## src/design/diag_scan_defines.svh

```systemverilog
// Register offsets, field positions, reset values and timing figures
`ifndef DIAG_SCAN_DEFINES_SVH
`define DIAG_SCAN_DEFINES_SVH
// Register byte offsets
`define OFS_SCHED      12'h000
`define OFS_FILT       12'h004
`define OFS_ESC_MASK   12'h008
`define OFS_DIAG       12'h00c
`define OFS_WD         12'h010
`define OFS_STATUS     12'h014
// scheduler_config_reg fields
`define SCHED_WAIT_LSB 0
`define SCHED_SYNC_BIT 7
`define SCHED_FMSK_LSB 8
`define SCHED_NTC_LSB  16
// fault_filter_config_reg fields
`define FILT_LIM_LSB   0
`define FILT_SLP_LSB   4
// Reset values
`define RST_WAIT       7'h7f
`define RST_FMSK       8'h80
`define RST_NTC        4'h3
`define RST_LIMIT      3'h0
`define RST_SLEEP      10'h000
`define RST_ESC        8'h00
// Timing figures in their own units
`define CLK_NS         40
`define WAIT_STEP_US   1170
`define SETTLE_MS      40
`define WD_MAX_MS      2030
`define SLEEP_STEP_MIN 10
`endif

```

## src/design/diag_scan_pkg.sv

```systemverilog
// Types shared by the scan scheduler
package diag_scan_pkg;
   // Scheduler states, one-hot
   typedef enum logic [5:0] {
      ST_OFF   = 6'b000001,
      ST_WAIT  = 6'b000010,
      ST_SCAN  = 6'b000100,
      ST_SLEEP = 6'b001000,
      ST_SSCAN = 6'b010000,
      ST_HOLD  = 6'b100000
   } sched_state_t;
   // Results reported by the analog side at scan end
   typedef struct packed {
      logic [5:0]  fault;
      logic [11:0] bal_oc;
      logic [11:0] bal_uc;
   } scan_result_t;
endpackage

```

## src/design/diag_scan_scheduler.sv

```systemverilog
// Periodic diagnostic scan scheduler with APB registers
//
// Added by the designer: the address map and the APB register port.
`timescale 1ns/1ps
`include "diag_scan_defines.svh"

// Overview of operation
// - Balancing over/undercurrent checked only for cells balancing at scan start.
// - Unmasked overcurrent filtering (mask bit 7 clear) clears a cell counter when its balancing stops.
// - If balancing stops on all cells, nonzero cell counters are kept.
// - A scan starts right after wake-up, then repeats periodically.
// - Programmed cycle wait count sets the gap between scans.
// - Inter-cycle counter reloads from wait count when each scan starts.
// - One filter counter per general fault and per balancing cell, incremented per detecting scan.
// - Flag set when counter exceeds consecutive fault limit.
// - Flag set and not escalation-masked starts emergency signalling.
// - Counter cleared after a scan without that fault.
// - Counter cleared when host clears the matching flag.
// - Counters survive sleep; only normal-mode conditions clear them.
// - Temperature counter counts scans, triggers NTC measure at one (or zero), reloads.
// - With sync set, watchdog write starts a scan and reloads wait.
// - Sleep runs no checks except the periodic single scan.
// - Periodic sleep scan without flags returns to sleep at once.
// - Periodic wake-up off after reset; nonzero interval enables it.
// - External wake-up during the periodic sleep scan goes to normal mode.
// - Sleep scan flag: emergency signal then sleep, or fault pin then sleep.
// - First scan after any wake-up skips NTC measurement.
// - NTC current sources on about 40 ms before measuring scan.
// - Each sleep interval step is 10 min.
module diag_scan_scheduler
   import diag_scan_pkg::*;
#(
   parameter int unsigned      WAIT_STEP_CYC  = `WAIT_STEP_US * 1000 / `CLK_NS,
   parameter int unsigned      SETTLE_CYC     = `SETTLE_MS * 1000000 / `CLK_NS,
   parameter int unsigned      WD_MAX_CYC     = `WD_MAX_MS * 1000000 / `CLK_NS,
   parameter longint unsigned  SLEEP_STEP_CYC =
      64'(`SLEEP_STEP_MIN) * 64'd60 * 64'd1000000000 / 64'(`CLK_NS)
)(
   input  wire logic         pclk,
   input  wire logic         presetn,
   input  wire logic         psel,
   input  wire logic         penable,
   input  wire logic         pwrite,
   input  wire logic [11:0]  paddr,
   input  wire logic [31:0]  pwdata,
   output logic      [31:0]  prdata,
   output logic              pready,
   output logic              pslverr,
   input  wire logic         wake_done,
   input  wire logic         sleep_req,
   input  wire logic         ext_wakeup,
   input  wire logic         scan_done,
   input  wire scan_result_t scan_result,
   input  wire logic [11:0]  balance_en,
   input  wire logic         emm_sent,
   output logic              scan_start,
   output logic              ntc_measure,
   output logic              ntc_current_on,
   output logic              emergency_signalling,
   output logic              fault_pin
);

   // Saturating filter count step
   function automatic logic [2:0] sat_inc(input logic [2:0] c);
      sat_inc = (c == 3'h7) ? c : c + 3'h1;
   endfunction
   // Filter trips when masked or incremented count passes limit
   function automatic logic trip(input logic [2:0] c, input logic [2:0] lim,
                                 input logic m);
      trip = m | (sat_inc(c) > lim);
   endfunction

   sched_state_t state_reg;
   sched_state_t state_next;
   logic [6:0]   wait_cnt_reg;
   logic         sync_reg;
   logic [7:0]   filt_mask_reg;
   logic [3:0]   ntc_div_reg;
   logic [2:0]   limit_reg;
   logic [9:0]   sleep_ivl_reg;
   logic [7:0]   esc_mask_reg;
   logic [7:0]   flags_reg;
   logic [7:0]   flags_next;
   logic [6:0]   wd_reg;
   logic [31:0]  wait_cyc_reg;
   logic [63:0]  sleep_cyc_reg;
   logic [3:0]   temp_cnt_reg;
   logic         wake_pend_reg;
   logic         hold_emm_reg;
   logic [11:0]  bal_snap_reg;
   logic [11:0]  bal_prev_reg;
   logic [2:0]   gen_cnt_reg [6];
   logic [2:0]   bal_cnt_reg [12];
   logic [31:0]  prdata_reg;
   logic         pready_reg;
   logic         pslverr_reg;
   logic         scan_start_reg;
   logic         ntc_meas_reg;
   logic         ntc_on_reg;
   logic         emm_reg;
   logic         fault_pin_reg;
   logic [7:0]   set_vec;
   logic [11:0]  bal_uc_trip;
   logic [11:0]  bal_oc_trip;

   // APB decode
   wire        setup    = psel & ~penable;
   wire        wr_acc   = psel & penable & pready_reg & pwrite;
   wire        hit_sch  = paddr == `OFS_SCHED;
   wire        hit_filt = paddr == `OFS_FILT;
   wire        hit_esc  = paddr == `OFS_ESC_MASK;
   wire        hit_diag = paddr == `OFS_DIAG;
   wire        hit_wd   = paddr == `OFS_WD;
   wire        hit_st   = paddr == `OFS_STATUS;
   wire        mapped   = hit_sch | hit_filt | hit_esc | hit_diag | hit_wd | hit_st;
   wire [7:0]  clr_vec  = (wr_acc & hit_diag) ? pwdata[7:0] : 8'h00;

   // Read data selection
   wire [31:0] rd_sch  = {12'h000, ntc_div_reg, filt_mask_reg, sync_reg, wait_cnt_reg};
   wire [31:0] rd_filt = {18'h00000, sleep_ivl_reg, 1'b0, limit_reg};
   wire [31:0] rd_st   = {19'h00000, ntc_on_reg, fault_pin_reg, emm_reg,
                          temp_cnt_reg, state_reg};
   wire [31:0] rd_data = hit_sch  ? rd_sch : hit_filt ? rd_filt : hit_st ? rd_st :
                         hit_esc  ? {24'h000000, esc_mask_reg} :
                         hit_diag ? {24'h000000, flags_reg} :
                         hit_wd   ? {25'h0000000, wd_reg} : 32'h00000000;

   // Scheduler conditions
   wire        normal_st  = (state_reg == ST_WAIT) | (state_reg == ST_SCAN);
   wire        in_scan    = (state_reg == ST_SCAN) | (state_reg == ST_SSCAN);
   wire        eval       = scan_done & in_scan;
   wire        eval_norm  = scan_done & (state_reg == ST_SCAN);
   wire        wait_zero  = wait_cyc_reg == 32'h00000000;
   wire        sleep_zero = sleep_cyc_reg == 64'h0;
   wire        sync_hit   = wr_acc & hit_wd & sync_reg & (state_reg == ST_WAIT);
   wire        hold_done  = hold_emm_reg ? emm_sent : wait_zero;
   wire [31:0] wait_load  = 32'(wait_cnt_reg) * WAIT_STEP_CYC;
   wire [63:0] sleep_load = 64'(sleep_ivl_reg) * SLEEP_STEP_CYC;
   wire        enter_scan = (state_next == ST_SCAN || state_next == ST_SSCAN)
                            && state_next != state_reg;
   wire        enter_slp  = state_next == ST_SLEEP && state_reg != ST_SLEEP;
   wire        enter_hold = state_next == ST_HOLD && state_reg != ST_HOLD;
   wire        first_next = wake_done | (state_next == ST_SSCAN);
   wire        temp_due   = temp_cnt_reg <= 4'h1;
   wire        all_off    = balance_en == 12'h000;
   wire [11:0] bal_fall   = bal_prev_reg & ~balance_en;
   wire        emm_want   = |(flags_reg & ~esc_mask_reg);

   // Fault set vector: six general sources plus balancing
   always_comb begin
      for (int i = 0; i < 6; i++) begin
         set_vec[i] = eval & scan_result.fault[i] &
                      trip(gen_cnt_reg[i], limit_reg, filt_mask_reg[i]);
      end
      for (int c = 0; c < 12; c++) begin
         bal_uc_trip[c] = bal_snap_reg[c] & scan_result.bal_uc[c] &
                          trip(bal_cnt_reg[c], limit_reg, filt_mask_reg[6]);
         bal_oc_trip[c] = bal_snap_reg[c] & scan_result.bal_oc[c] &
                          trip(bal_cnt_reg[c], limit_reg, filt_mask_reg[7]);
      end
      set_vec[6] = eval & (|bal_uc_trip);
      set_vec[7] = eval & (|bal_oc_trip);
   end

   // flags set, host clear loses to set
   assign flags_next = (flags_reg & ~clr_vec) | set_vec;

   // Next state
   always_comb begin
      sched_state_t sleep_tgt;
      // zero interval means no periodic wake
      sleep_tgt  = (sleep_ivl_reg != 10'h000) ? ST_SLEEP : ST_OFF;
      state_next = state_reg;
      if (wake_done) begin
         state_next = ST_SCAN;
      end else begin
         unique case (state_reg)
            ST_OFF: state_next = ST_OFF;
            ST_WAIT:
               if (sleep_req) state_next = sleep_tgt;
               else if (wait_zero | sync_hit) state_next = ST_SCAN;
            ST_SCAN:
               if (sleep_req) state_next = sleep_tgt;
               else if (scan_done) state_next = ST_WAIT;
            ST_SLEEP: if (sleep_zero) state_next = ST_SSCAN;
            ST_SSCAN: begin
               // back to sleep, to hold on a flag, or on to normal
               if (scan_done) begin
                  if (wake_pend_reg | ext_wakeup) state_next = ST_WAIT;
                  else if (|flags_next) state_next = ST_HOLD;
                  else state_next = sleep_tgt;
               end
            end
            ST_HOLD: if (hold_done) state_next = sleep_tgt;
         endcase
      end
   end

   // APB slave flops
   always_ff @(posedge pclk or negedge presetn) begin
      if (!presetn) begin
         prdata_reg  <= 32'h00000000;
         pready_reg  <= 1'b0;
         pslverr_reg <= 1'b0;
      end else begin
         pready_reg  <= setup;
         pslverr_reg <= setup & ~mapped;
         if (setup) prdata_reg <= rd_data;
      end
   end

   // Configuration registers
   always_ff @(posedge pclk or negedge presetn) begin
      if (!presetn) begin
         wait_cnt_reg  <= `RST_WAIT;
         sync_reg      <= 1'b0;
         filt_mask_reg <= `RST_FMSK;
         ntc_div_reg   <= `RST_NTC;
         limit_reg     <= `RST_LIMIT;
         sleep_ivl_reg <= `RST_SLEEP;
         esc_mask_reg  <= `RST_ESC;
         wd_reg        <= 7'h00;
      end else if (wr_acc) begin
         if (hit_sch) begin
            wait_cnt_reg  <= pwdata[`SCHED_WAIT_LSB +: 7];
            sync_reg      <= pwdata[`SCHED_SYNC_BIT];
            filt_mask_reg <= pwdata[`SCHED_FMSK_LSB +: 8];
            ntc_div_reg   <= pwdata[`SCHED_NTC_LSB +: 4];
         end
         if (hit_filt) begin
            limit_reg     <= pwdata[`FILT_LIM_LSB +: 3];
            sleep_ivl_reg <= pwdata[`FILT_SLP_LSB +: 10];
         end
         if (hit_esc) esc_mask_reg <= pwdata[7:0];
         if (hit_wd) wd_reg <= pwdata[6:0];
      end
   end

   // State and timers
   always_ff @(posedge pclk or negedge presetn) begin
      if (!presetn) begin
         state_reg     <= ST_OFF;
         wait_cyc_reg  <= 32'h00000000;
         sleep_cyc_reg <= 64'h0;
         wake_pend_reg <= 1'b0;
         hold_emm_reg  <= 1'b0;
      end else begin
         state_reg <= state_next;
         if (enter_scan) wait_cyc_reg <= wait_load;
         else if (enter_hold) wait_cyc_reg <= WD_MAX_CYC;
         else if (!wait_zero) wait_cyc_reg <= wait_cyc_reg - 32'h00000001;
         if (enter_slp) sleep_cyc_reg <= sleep_load;
         else if (!sleep_zero) sleep_cyc_reg <= sleep_cyc_reg - 64'h1;
         if (state_reg == ST_SSCAN) wake_pend_reg <= wake_pend_reg | ext_wakeup;
         else wake_pend_reg <= 1'b0;
         // emergency path or fault pin path
         if (enter_hold) hold_emm_reg <= |(flags_next & ~esc_mask_reg);
      end
   end

   // Scan start, NTC scheduling
   always_ff @(posedge pclk or negedge presetn) begin
      if (!presetn) begin
         scan_start_reg <= 1'b0;
         ntc_meas_reg   <= 1'b0;
         ntc_on_reg     <= 1'b0;
         temp_cnt_reg   <= `RST_NTC;
         bal_snap_reg   <= 12'h000;
      end else begin
         scan_start_reg <= enter_scan;
         if (enter_scan) begin
            bal_snap_reg <= balance_en;
            // no NTC measure on first scan
            if (first_next) begin
               ntc_meas_reg <= 1'b0;
            end else begin
               ntc_meas_reg <= temp_due;
               temp_cnt_reg <= temp_due ? ntc_div_reg : temp_cnt_reg - 4'h1;
            end
         end else if (!in_scan) begin
            ntc_meas_reg <= 1'b0;
         end
         // current sources on before measuring scan
         ntc_on_reg <= ((state_reg == ST_WAIT) & temp_due &
                        (wait_cyc_reg <= SETTLE_CYC)) |
                       ((state_reg == ST_SCAN) & ntc_meas_reg & ~scan_done);
      end
   end

   // Diagnostic flags and general filter counters
   always_ff @(posedge pclk or negedge presetn) begin
      if (!presetn) begin
         flags_reg <= 8'h00;
         for (int i = 0; i < 6; i++) gen_cnt_reg[i] <= 3'h0;
      end else begin
         flags_reg <= flags_next;
         for (int i = 0; i < 6; i++) begin
            if (eval & scan_result.fault[i]) gen_cnt_reg[i] <= sat_inc(gen_cnt_reg[i]);
            else if (eval_norm | clr_vec[i]) gen_cnt_reg[i] <= 3'h0;
         end
      end
   end

   // Per-cell balancing filter counters
   always_ff @(posedge pclk or negedge presetn) begin
      if (!presetn) begin
         bal_prev_reg <= 12'h000;
         for (int c = 0; c < 12; c++) bal_cnt_reg[c] <= 3'h0;
      end else begin
         bal_prev_reg <= balance_en;
         for (int c = 0; c < 12; c++) begin
            if (eval & bal_snap_reg[c] & (scan_result.bal_oc[c] | scan_result.bal_uc[c]))
               bal_cnt_reg[c] <= sat_inc(bal_cnt_reg[c]);
            else if (eval_norm | clr_vec[6] | clr_vec[7])
               bal_cnt_reg[c] <= 3'h0;
            // clear on stop unless all stopped
            else if (~filt_mask_reg[7] & bal_fall[c] & ~all_off)
               bal_cnt_reg[c] <= 3'h0;
         end
      end
   end

   // Emergency signalling and fault pin
   always_ff @(posedge pclk or negedge presetn) begin
      if (!presetn) begin
         emm_reg       <= 1'b0;
         fault_pin_reg <= 1'b0;
      end else begin
         // driven from stored flags, one cycle after set
         emm_reg <= normal_st ? emm_want :
                    (state_reg == ST_HOLD) & hold_emm_reg & ~emm_sent;
         fault_pin_reg <= (state_reg == ST_HOLD) & ~hold_emm_reg & ~wait_zero;
      end
   end

   assign prdata               = prdata_reg;
   assign pready               = pready_reg;
   assign pslverr              = pslverr_reg;
   assign scan_start           = scan_start_reg;
   assign ntc_measure          = ntc_meas_reg;
   assign ntc_current_on       = ntc_on_reg;
   assign emergency_signalling = emm_reg;
   assign fault_pin            = fault_pin_reg;

   a_wait_reload: assert property (@(posedge pclk) disable iff (!presetn)
      (state_reg == ST_WAIT && state_next == ST_SCAN) |=>
         (scan_start_reg && wait_cyc_reg == $past(wait_load)))
      else $error("wait counter not reloaded at scan start");
   a_flag_trip: assert property (@(posedge pclk) disable iff (!presetn)
      (eval && scan_result.fault[0] && !filt_mask_reg[0] &&
       sat_inc(gen_cnt_reg[0]) > limit_reg) |=> flags_reg[0])
      else $error("flag not set past limit");
   a_cnt_clear: assert property (@(posedge pclk) disable iff (!presetn)
      (eval_norm && !scan_result.fault[1]) |=> gen_cnt_reg[1] == 3'h0)
      else $error("counter kept after clean scan");
   a_emm_entry: assert property (@(posedge pclk) disable iff (!presetn)
      (normal_st && emm_want) |=> emergency_signalling)
      else $error("emergency not started");
   a_sleep_quiet: assert property (@(posedge pclk) disable iff (!presetn)
      (state_reg == ST_SLEEP && state_next == ST_SLEEP) |=> !scan_start_reg)
      else $error("scan during sleep");
   a_first_skip: assert property (@(posedge pclk) disable iff (!presetn)
      wake_done |=> (!ntc_meas_reg && scan_start_reg) [*1] ##1 !ntc_meas_reg)
      else $error("NTC measured on first scan");
   a_sleep_off: assert property (@(posedge pclk) disable iff (!presetn)
      (state_reg == ST_WAIT && sleep_req && !wake_done && sleep_ivl_reg == 10'h000)
         |=> state_reg == ST_OFF)
      else $error("periodic wake while disabled");
   a_bal_keep: assert property (@(posedge pclk) disable iff (!presetn)
      (all_off && bal_prev_reg != 12'h000 && !eval && !clr_vec[6] && !clr_vec[7])
         |=> bal_cnt_reg[0] == $past(bal_cnt_reg[0]))
      else $error("balancing counter lost");
   a_sync_scan: assert property (@(posedge pclk) disable iff (!presetn)
      (sync_hit && !wake_done && !sleep_req) |=> scan_start_reg)
      else $error("watchdog write did not start scan");

endmodule // diag_scan_scheduler

```

## config.mk

```make
export PLATFORM = sky130hd
export DESIGN_NAME = diag_scan_scheduler
export DESIGN_NICKNAME = d
export VERILOG_FILES = /design/src/design/diag_scan_pkg.sv /design/src/design/diag_scan_scheduler.sv
export VERILOG_INCLUDE_DIRS = /design/src /design/src/design
export SDC_FILE = /design/constraint.sdc
export NUM_CORES = 1
export LEC_CHECK = 0
export BUFFER_PORTS_ARGS = -buffer_cell sky130_fd_sc_hd__buf_2
export CAP_MARGIN = 0
export CORE_MARGIN = 3
export CORE_UTILIZATION = 45
export DETAILED_ROUTE_END_ITERATION = 12
export GPL_TIMING_DRIVEN = 0
export PLACE_DENSITY = 0.64
export SLEW_MARGIN = 5
export SYNTH_ARGS = -nofsm -noshare
export SYNTH_HDL_FRONTEND = slang
export SYNTH_SLANG_ARGS = --single-unit
```

## constraint.sdc

```tcl
create_clock -name pclk -period 7 [get_ports pclk]
set_clock_uncertainty 0.15 [all_clocks]
set_input_delay 0.7 -clock pclk [delete_from_list [all_inputs] [get_ports pclk]]
set_output_delay 0.7 -clock pclk [all_outputs]
set_load 0.1 [all_outputs]
```

# Word-level counts from Yosys, hierarchy flattened
# Cells that the tools add are included.
# totals
input_bits	96
reg_bits	281
wordCells	466
output_inout_bits	39
# op_classes
magnitude_cmp	20
eq_ne	39
bitwise	207
n_mux	97
add_sub_neg	21
reduce_logical	37
multipliers	2
# ops
cell	n
two-way mux 3 bit	66
AND 1 bit	129
two-way mux 64 bit	2
two-way mux 32 bit	3
logical NOT 64 bit	1
subtractor 64 x 1 -> 64 bit, second input constant	1
bitwise OR 1 bit	61
two-way mux 6 bit	10
adder 3 x 1 -> 3 bit, second input constant	18
equality test 3 bit, second input constant	18
> comparator 3 bit	18
case mux 6 bit (6 select lines)	1
nonzero test 3 bit	12
multiplier 10 x 25 -> 35 bit, second input constant	1
less-or-equal comparator 32 x 20 -> 1 bit, second input constant	1
logical NOT 32 bit	1
subtractor 32 x 1 -> 32 bit, second input constant	1
AND 8 bit	3
equality test 12 x 4 -> 1 bit, second input constant	2
equality test 12 x 5 -> 1 bit, second input constant	2
logical NOT 12 bit	2
two-way mux 8 bit	3
OR reduction 12 bit	2
OR reduction 8 bit	3
other kinds (31)	62

# Depth between registers and ports, before layout
# Gate-level depths: netlist (run 1).
# depth
ltp_word	18
depth_mapped	21
mapped_depth_nobuf	20

# Least setup slack after synthesis (run 1)
# No wires, ideal clock.
# synth_path
path_type	register to register
start	register sleep_ivl_reg[4]
end	register sleep_cyc_reg[41]
required_ps	6719
slack_ps	1757
setup_time_ps	131
period_less_slack_ps	5243
t_arrival_ps	4962
path_stages_with_launch	18
n_path_buf	0
path_cell_list	dfrtp_1 fa_1 inv_1 fa_1 inv_1 fa_1 fa_1 fa_1 ha_1 nor3_1 nor2_1 a31oi_1 o21ai_0 o21ai_0 nand3_1 a31oi_1 mux2i_1 mux2i_1
# synth_via
elab_chain_cells	10
elab_cells_between_ends	15
cone_classes	1 x mul; 2 x eq/ne; 10 x mux; 2 x reduce/logical
# synth_lines
element	line_no	source
from (decl)	diag_scan_scheduler.sv:80	logic [9:0] sleep_ivl_reg;
from (signal assigned)	diag_scan_scheduler.sv:220	sleep_ivl_reg <= `RST_SLEEP;
from (signal assigned)	diag_scan_scheduler.sv:232	sleep_ivl_reg <= pwdata[`FILT_SLP_LSB +: 10];
parallel branches: the longest is 10 deep, another holds multiplier 10 x 25 -> 35 bit	-	
to (signal assigned)	diag_scan_scheduler.sv:252	if (enter_slp) sleep_cyc_reg <= sleep_load;
to (signal assigned)	diag_scan_scheduler.sv:253	else if (!sleep_zero) sleep_cyc_reg <= sleep_cyc_reg - 64'h1;
to (decl)	diag_scan_scheduler.sv:86	logic [63:0] sleep_cyc_reg;
# Parallel ways; which one is timed is not known.
# A chain may end at the register's enable or synchronous reset.

# Final worst setup path (run 1)
# Ends and elaborated chain as after synthesis.

==> results of run 1 <==
-- power breakdown --
part	switching, mW	leakage (nW)	internal, mW
Clock	0.753	0.552	1.06
Sequential	0.147	3.36	1.70
Combinational	0.409	7.62	0.288
Total	1.31	11.5	3.04
-- layout by cell type (no fill, tap or decap), types with 24 or more instances in the layout --
master	instances
o21ai_0	133
nor2b_1	30
nor4_1	33
or2_2	24
xor2_1	45
clkbuf_1	51
a21o_1	29
xnor2_1	99
mux2_2	64
nand2_1	209
nor3_1	62
mux2i_1	37
clkbuf_16	35
fa_1	80
nand3_1	84
inv_1	229
a31oi_1	29
ha_1	227
a21oi_1	83
nor2_1	129
buf_2	118
dfrtp_1	256
-- critical path: stages (launching register included) --
cell and delay, ns:
dfrtp_1 0.52, fa_1 0.71, inv_1 0.12, fa_1 0.49, inv_1 0.05, fa_1 0.48
fa_1 0.62, fa_1 0.44, ha_1 0.37, nor3_1 0.25, nor2_1 0.14, a31oi_1 0.44
o21ai_0 0.21, o21ai_0 0.37, nand3_1 0.20, a31oi_1 0.26, mux2i_1 0.51, mux2i_1 0.14
-- per-layer routing --
layer	part of all wire, %	wire [µm]
met2	44	25200
met1	47	26770
met4	2.5	1426
met5	0.044	25
met3	6.2	3533
-- path summary, 6_finish.rpt --
path	start	end	depth (start not counted)
min reg2reg	prdata[19]	prdata[19]	2
min	balance_en[8]	bal_prev_reg[8]	1
max reg2reg	sleep_ivl_reg[4]	sleep_cyc_reg[41]	17
max in group asynchronous	presetn	sleep_cyc_reg[49]	4
min in group asynchronous	presetn	wait_cyc_reg[20]	2
max	sleep_ivl_reg[4]	sleep_cyc_reg[41]	17
-- stage by stage --
step                instance area (µm²)  hold WS, ns  setup TNS, ns
CTS                               23620       0.1167              0
global route                      23620       0.1317              0
floorplan                         21100       0.2544              0
finish                            23620       0.1441              0
global placement                  22400       0.3009         -9.501
detailed placement                22480       0.3046              0
-- logic make-up after synthesis --
kind of cell             count (synthesis)  synth area share [%]
AND/OR/NAND/NOR                        682                 15.83
flip-flops                             269                 32.04
XOR/XNOR                               144                 5.989
multiplexers                           121                 6.250
other                                    1               0.01781
buffers and inverters                  300                 5.710
AO/OA/AOI/OAI                          431                 13.07
adder cells (fa/ha/maj)                307                 21.09
-- area by class of cell --
type	instances	area, µm²	share of cell area [%]
multi-input cells	1697	13160	55.69
flip-flops and latches	269	6748	28.57
clock buffers	47	970.9	4.110
inverters	230	863.3	3.655
well taps	600	750.7	3.178
repair buffers	113	631.9	2.675
plain buffers	70	339.1	1.435
clock inverters	13	157.7	0.6674
diodes	2	5.005	0.02119
==> run_results.csv, run 1 <==
group,metric,value,unit
sta,tightest_slew,1.089,ns
global_routing,antenna_found_initial,3,
pwr,p_leak,11.54,nW
detailed_routing,final_antenna_net_count,0,
sta,post-route-period-util,94.63,%
clock_network,htree_num_levels,2,
worst_setup_path,cp-start-kind,"flip-flop",
synthesis,synth_top_cell_by_area,"dfrtp_1",
synthesis,syn_area_per_cell,9.339,µm²
clock_network,cts_root_buf,"clkbuf_16",
worst_setup_path,reg2reg_slack,0.38,ns
synthesis,seq_area_frac_synth,32.04,%
detailed_routing,routed_wl,56950,µm
worst_setup_path,end_kind,"flip-flop",
synthesis,synth_edf_count,0,
sta,setup_viol,0,
clock_network,clock_latency,0.57,ns
worst_hold_path,min_path_type,"in -> reg",
synthesis,synth_area_leaders,"dfrtp_1 (30%), ha_1 (13%), fa_1 (7.6%)",
detailed_routing,vias_per_cell,5.663,
clock_network,clock-sinks,269,
detailed_routing,first_iter_violations,1359,
sta,min_period,6.624,ns
placed_design,gp_congestion,0.9603,
detailed_routing,vias,17220,
die,die_y,222.3,µm
die,boundaryPins,135,
global_routing,gr-total-overflow,0,
synthesis,yosysUniqueCellTypes,76,
synthesis,synth_area,21060,µm²
synthesis,netlist_instances,2255,
pwr,p_per_area,184.2,nW/µm²
die,die_x,222.3,µm
clock_network,clk_pin_slew,0.06,ns
sta,max-slew-margin-rel,27.14,%
global_routing,gr-usage-met2,35.81,%
sta,slew_viol_final,0,
synthesis,synthTopCellsByCount,"dfrtp_1 (256), inv_1 (229), ha_1 (227)",
clock_network,post_cts_buffers,0,
clock_network,post_cts_resize_count,0,
cells_and_area,fillers,4214,
pwr,finalPower,4.351,mW
detailed_routing,dr.pass1.iters,6,
cells_and_area,nNetsFinal,2819,
clock_network,cts_hold_buf,1,
worst_setup_path,path_max_fanout,7,
sta,rsz0062_at_grt,"no",
cells_and_area,largest_register_ffs,64,
detailed_routing,avgRoutedWirePerCell,18.73,µm
clock_network,cts_buffers,35,
cells_and_area,drive_above_1_share,12.59,%
sta,fin_ws,0.3760,ns
synthesis,yosysTopAreaCellShare,30.42,%
worst_setup_path,cp.arrival,6.88,ns
detailed_routing,drcViolationCount,0,
status,status,"completed",
global_routing,grt_pass1_wl,92300,µm
global_routing,grt_util_met1,32.72,%
sta,hold_viol,0,
cells_and_area,fin_util,51.61,%
die,die_area,49430,µm²
die,start_util,46.01,%
worst_setup_path,required,7.25,ns
sta,timing.fmax,151.0,MHz
die,rows,78,
pwr,ir_drop,0.1556,mV
synthesis,yosys.cell_count.top_type,"dfrtp_1",
synthesis,synth-main-ff-cell,"dfrtp_1",
global_routing,grt_pass1_vias,17050,
worst_setup_path,worstSetupPathType,"reg -> reg",
die,core_area,45770,µm²
global_routing,busiest_layer,"met2",
synthesis,ys_ff_latch,269,
synthesis,ys_warn_count,0,
global_routing,use_met3,4.333,%
global_routing,grt_max_degree,111,
clock_network,cts_tree,"yes",
global_routing,grt_util_all_layers,22.92,%
placed_design,dp_hpwl,43650,µm
synthesis,ys_async_sr_fraction,100.0,%
cells_and_area,final_cells,3041,
job,drv_cap,0,
placed_design,post-place-cells,2978,
cells_and_area,area_delta_synth_final,12.17,%
clock_network,clock_path_buffers,3,
placed_design,dp_slack,0.6065,ns
placed_design,io_buffers,109,
Power figures use the tool's default switching activity.
==> run 2, diff against run 1 <==
--- a/config.mk
+++ b/config.mk
@@ -8,11 +8,14 @@
 export LEC_CHECK = 0
 export BUFFER_PORTS_ARGS = -buffer_cell sky130_fd_sc_hd__buf_2
 export CAP_MARGIN = 0
+export CELL_PAD_IN_SITES_DETAIL_PLACEMENT = 0
+export CELL_PAD_IN_SITES_GLOBAL_PLACEMENT = 1
 export CORE_MARGIN = 3
-export CORE_UTILIZATION = 45
+export CORE_UTILIZATION = 39
 export DETAILED_ROUTE_END_ITERATION = 12
 export GPL_TIMING_DRIVEN = 0
-export PLACE_DENSITY = 0.64
+export PLACE_DENSITY = 0.7
+export REMOVE_ABC_BUFFERS = 1
 export SLEW_MARGIN = 5
 export SYNTH_ARGS = -nofsm -noshare
 export SYNTH_HDL_FRONTEND = slang
==> run_results.csv, run 2 (synthesis gave the netlist of run 1 again) <==
group,metric,value,unit
cells_and_area,largest_register_ffs,64,
worst_hold_path,min_from,"balance_en[8]",
clock_network,clock-sinks,269,
placed_design,dp_hpwl,44250,µm
sta,tightest_slew,1.199,ns
detailed_routing,first_iter_violations,963,
pwr,p_per_area,183.2,nW/µm²
worst_setup_path,cp.arrival,6.82,ns
sta,rsz0062_at_grt,"no",
global_routing,grt_pass1_wl,92730,µm
worst_setup_path,required,7.23,ns
detailed_routing,vias,16740,
worst_setup_path,worstSetupPathType,"reg -> reg",
global_routing,grt_util_met1,28.78,%
clock_network,clock_path_buffers,3,
worst_setup_path,cp-start-kind,"flip-flop",
die,start_util,39.76,%
global_routing,grt_pass1_vias,16910,
cells_and_area,final_cells,3079,
detailed_routing,vias_per_cell,5.436,
global_routing,busiest_layer,"met2",
sta,setup_tns,0,ns
cells_and_area,area_delta_synth_final,12.35,%
global_routing,gr-total-overflow,0,
clock_network,cts_buffers,35,
worst_setup_path,r2r_end,"sleep_cyc_reg[41]",
sta,setup_viol,0,
clock_network,htree_num_levels,2,
cells_and_area,layout_common_cells,"dfrtp_1 (256), inv_1 (229), ha_1 (227)",
worst_hold_path,min_path_type,"in -> reg",
clock_network,post_cts_resize_count,0,
detailed_routing,avgRoutedWirePerCell,18.68,µm
worst_setup_path,path_max_fanout,7,
die,die_y,238.4,µm
cells_and_area,final_common_cell,"dfrtp_1",
die,core_area,52970,µm²
global_routing,gr-usage-met2,32.46,%
cells_and_area,fillers,5125,
sta,hold_viol,0,
cells_and_area,drive_above_1_share,13.22,%
die,die_area,56820,µm²
worst_setup_path,rr_startpoint,"sleep_ivl_reg[4]",
placed_design,post-place-cells,3016,
global_routing,grt_util_all_layers,20.42,%
clock_network,clock_latency,0.55,ns
sta,post-route-period-util,94.11,%
die,rows,84,
global_routing,grt_max_degree,100,
clock_network,clk_pin_slew,0.06,ns
detailed_routing,dr.pass1.iters,5,
worst_setup_path,reg2reg_slack,0.41,ns
worst_setup_path,end_kind,"flip-flop",
pwr,p_leak,11.49,nW
sta,slew_viol_final,0,
sta,max-slew-margin-rel,19.80,%
worst_hold_path,hold_path_depth,1,
sta,timing.fmax,151.8,MHz
detailed_routing,drcViolationCount,0,
detailed_routing,final_antenna_net_count,0,
job,drv_cap,0,
die,die_x,238.4,µm
global_routing,antenna_found_initial,6,
placed_design,io_buffers,110,
pwr,finalPower,4.334,mW
clock_network,cts_root_buf,"clkbuf_16",
sta,whs,0.1497,ns
global_routing,use_met3,4.288,%
status,status,"completed",
die,boundaryPins,135,
placed_design,gp_congestion,0.9180,
sta,min_period,6.588,ns
cells_and_area,nNetsFinal,2769,
worst_setup_path,reg2reg_depth,17,
cells_and_area,fin_util,44.66,%
clock_network,cts_tree,"yes",
pwr,ir_drop,0.1714,mV
worst_hold_path,timing.hold.worst_endpoint,"bal_prev_reg[8]",
detailed_routing,routed_wl,57510,µm
-- run 2: metrics by stage --
step	setup slack, ns	area (µm²)
floorplan	-3.703	20760
global placement	-8.702	22170
detailed placement	0.5213	22500
CTS	0.4952	23660
global route	0.1337	23660
finish	0.4124	23660
-- run 2: cell type report --
type	count	area, µm²	area share (%)
inverters	230	863.3	3.649
flip-flops and latches	269	6748	28.52
clock buffers	50	1042	4.405
diodes	1	2.502	0.01058
clock inverters	11	103.9	0.4389
multi-input cells	1697	13200	55.78
well taps	688	860.8	3.638
repair buffers	133	842.1	3.559
-- run 2: power breakdown --
group / switching (mW) / leakage (nW) / internal, mW / total, mW
registers: 0.145 / 3.36 / 1.70 / 1.84
logic: 0.409 / 7.56 / 0.285 / 0.695
clock network: 0.723 / 0.567 / 1.08 / 1.80
total: 1.28 / 11.5 / 3.06 / 4.33
-- run 2: worst max path at each step --
stage                     startpoint                end  slack, ns  cells past startpoint
CTS                 sleep_ivl_reg[4]  sleep_cyc_reg[41]       0.50                     17
floorplan                     pready  sleep_cyc_reg[10]      -3.70                      9
global placement            paddr[2]  sleep_cyc_reg[10]      -8.70                     10
finish              sleep_ivl_reg[4]  sleep_cyc_reg[41]       0.41                     17
global route        sleep_ivl_reg[4]  sleep_cyc_reg[41]       0.13                     17
detailed placement  sleep_ivl_reg[4]  sleep_cyc_reg[41]       0.52                     17
-- run 2: what timing repair did --
item | in CTS | in global routing
endpoints found under the setup margin | 0 | 0
endpoints found under the hold margin | 12 | 0
hold buffers | 1 | 0
setup buffers | 0 | 0
-- run 2: routing by layer --
| layer | wire (µm) | vias to the layer above |
|---|---|---|
| met3 | 3203 | 68 |
| met1 | 27340 | 8193 |
| met4 | 1021 | 6 |
| met2 | 25900 | 375 |
| met5 | 47 | - |
| li1 | - | 8096 |
-- run 2: worst max-delay path, stage by stage (launching register included) --
cell and delay (ns):
dfrtp_1 0.51, fa_1 0.73, inv_1 0.12, fa_1 0.49, inv_1 0.05, fa_1 0.49, fa_1 0.62, fa_1 0.43
ha_1 0.36, nor3_1 0.21, nor2_1 0.13, a31oi_1 0.40, o21ai_0 0.19, o21ai_0 0.38, nand3_1 0.20, a31oi_1 0.25
mux2i_1 0.56, mux2i_1 0.15
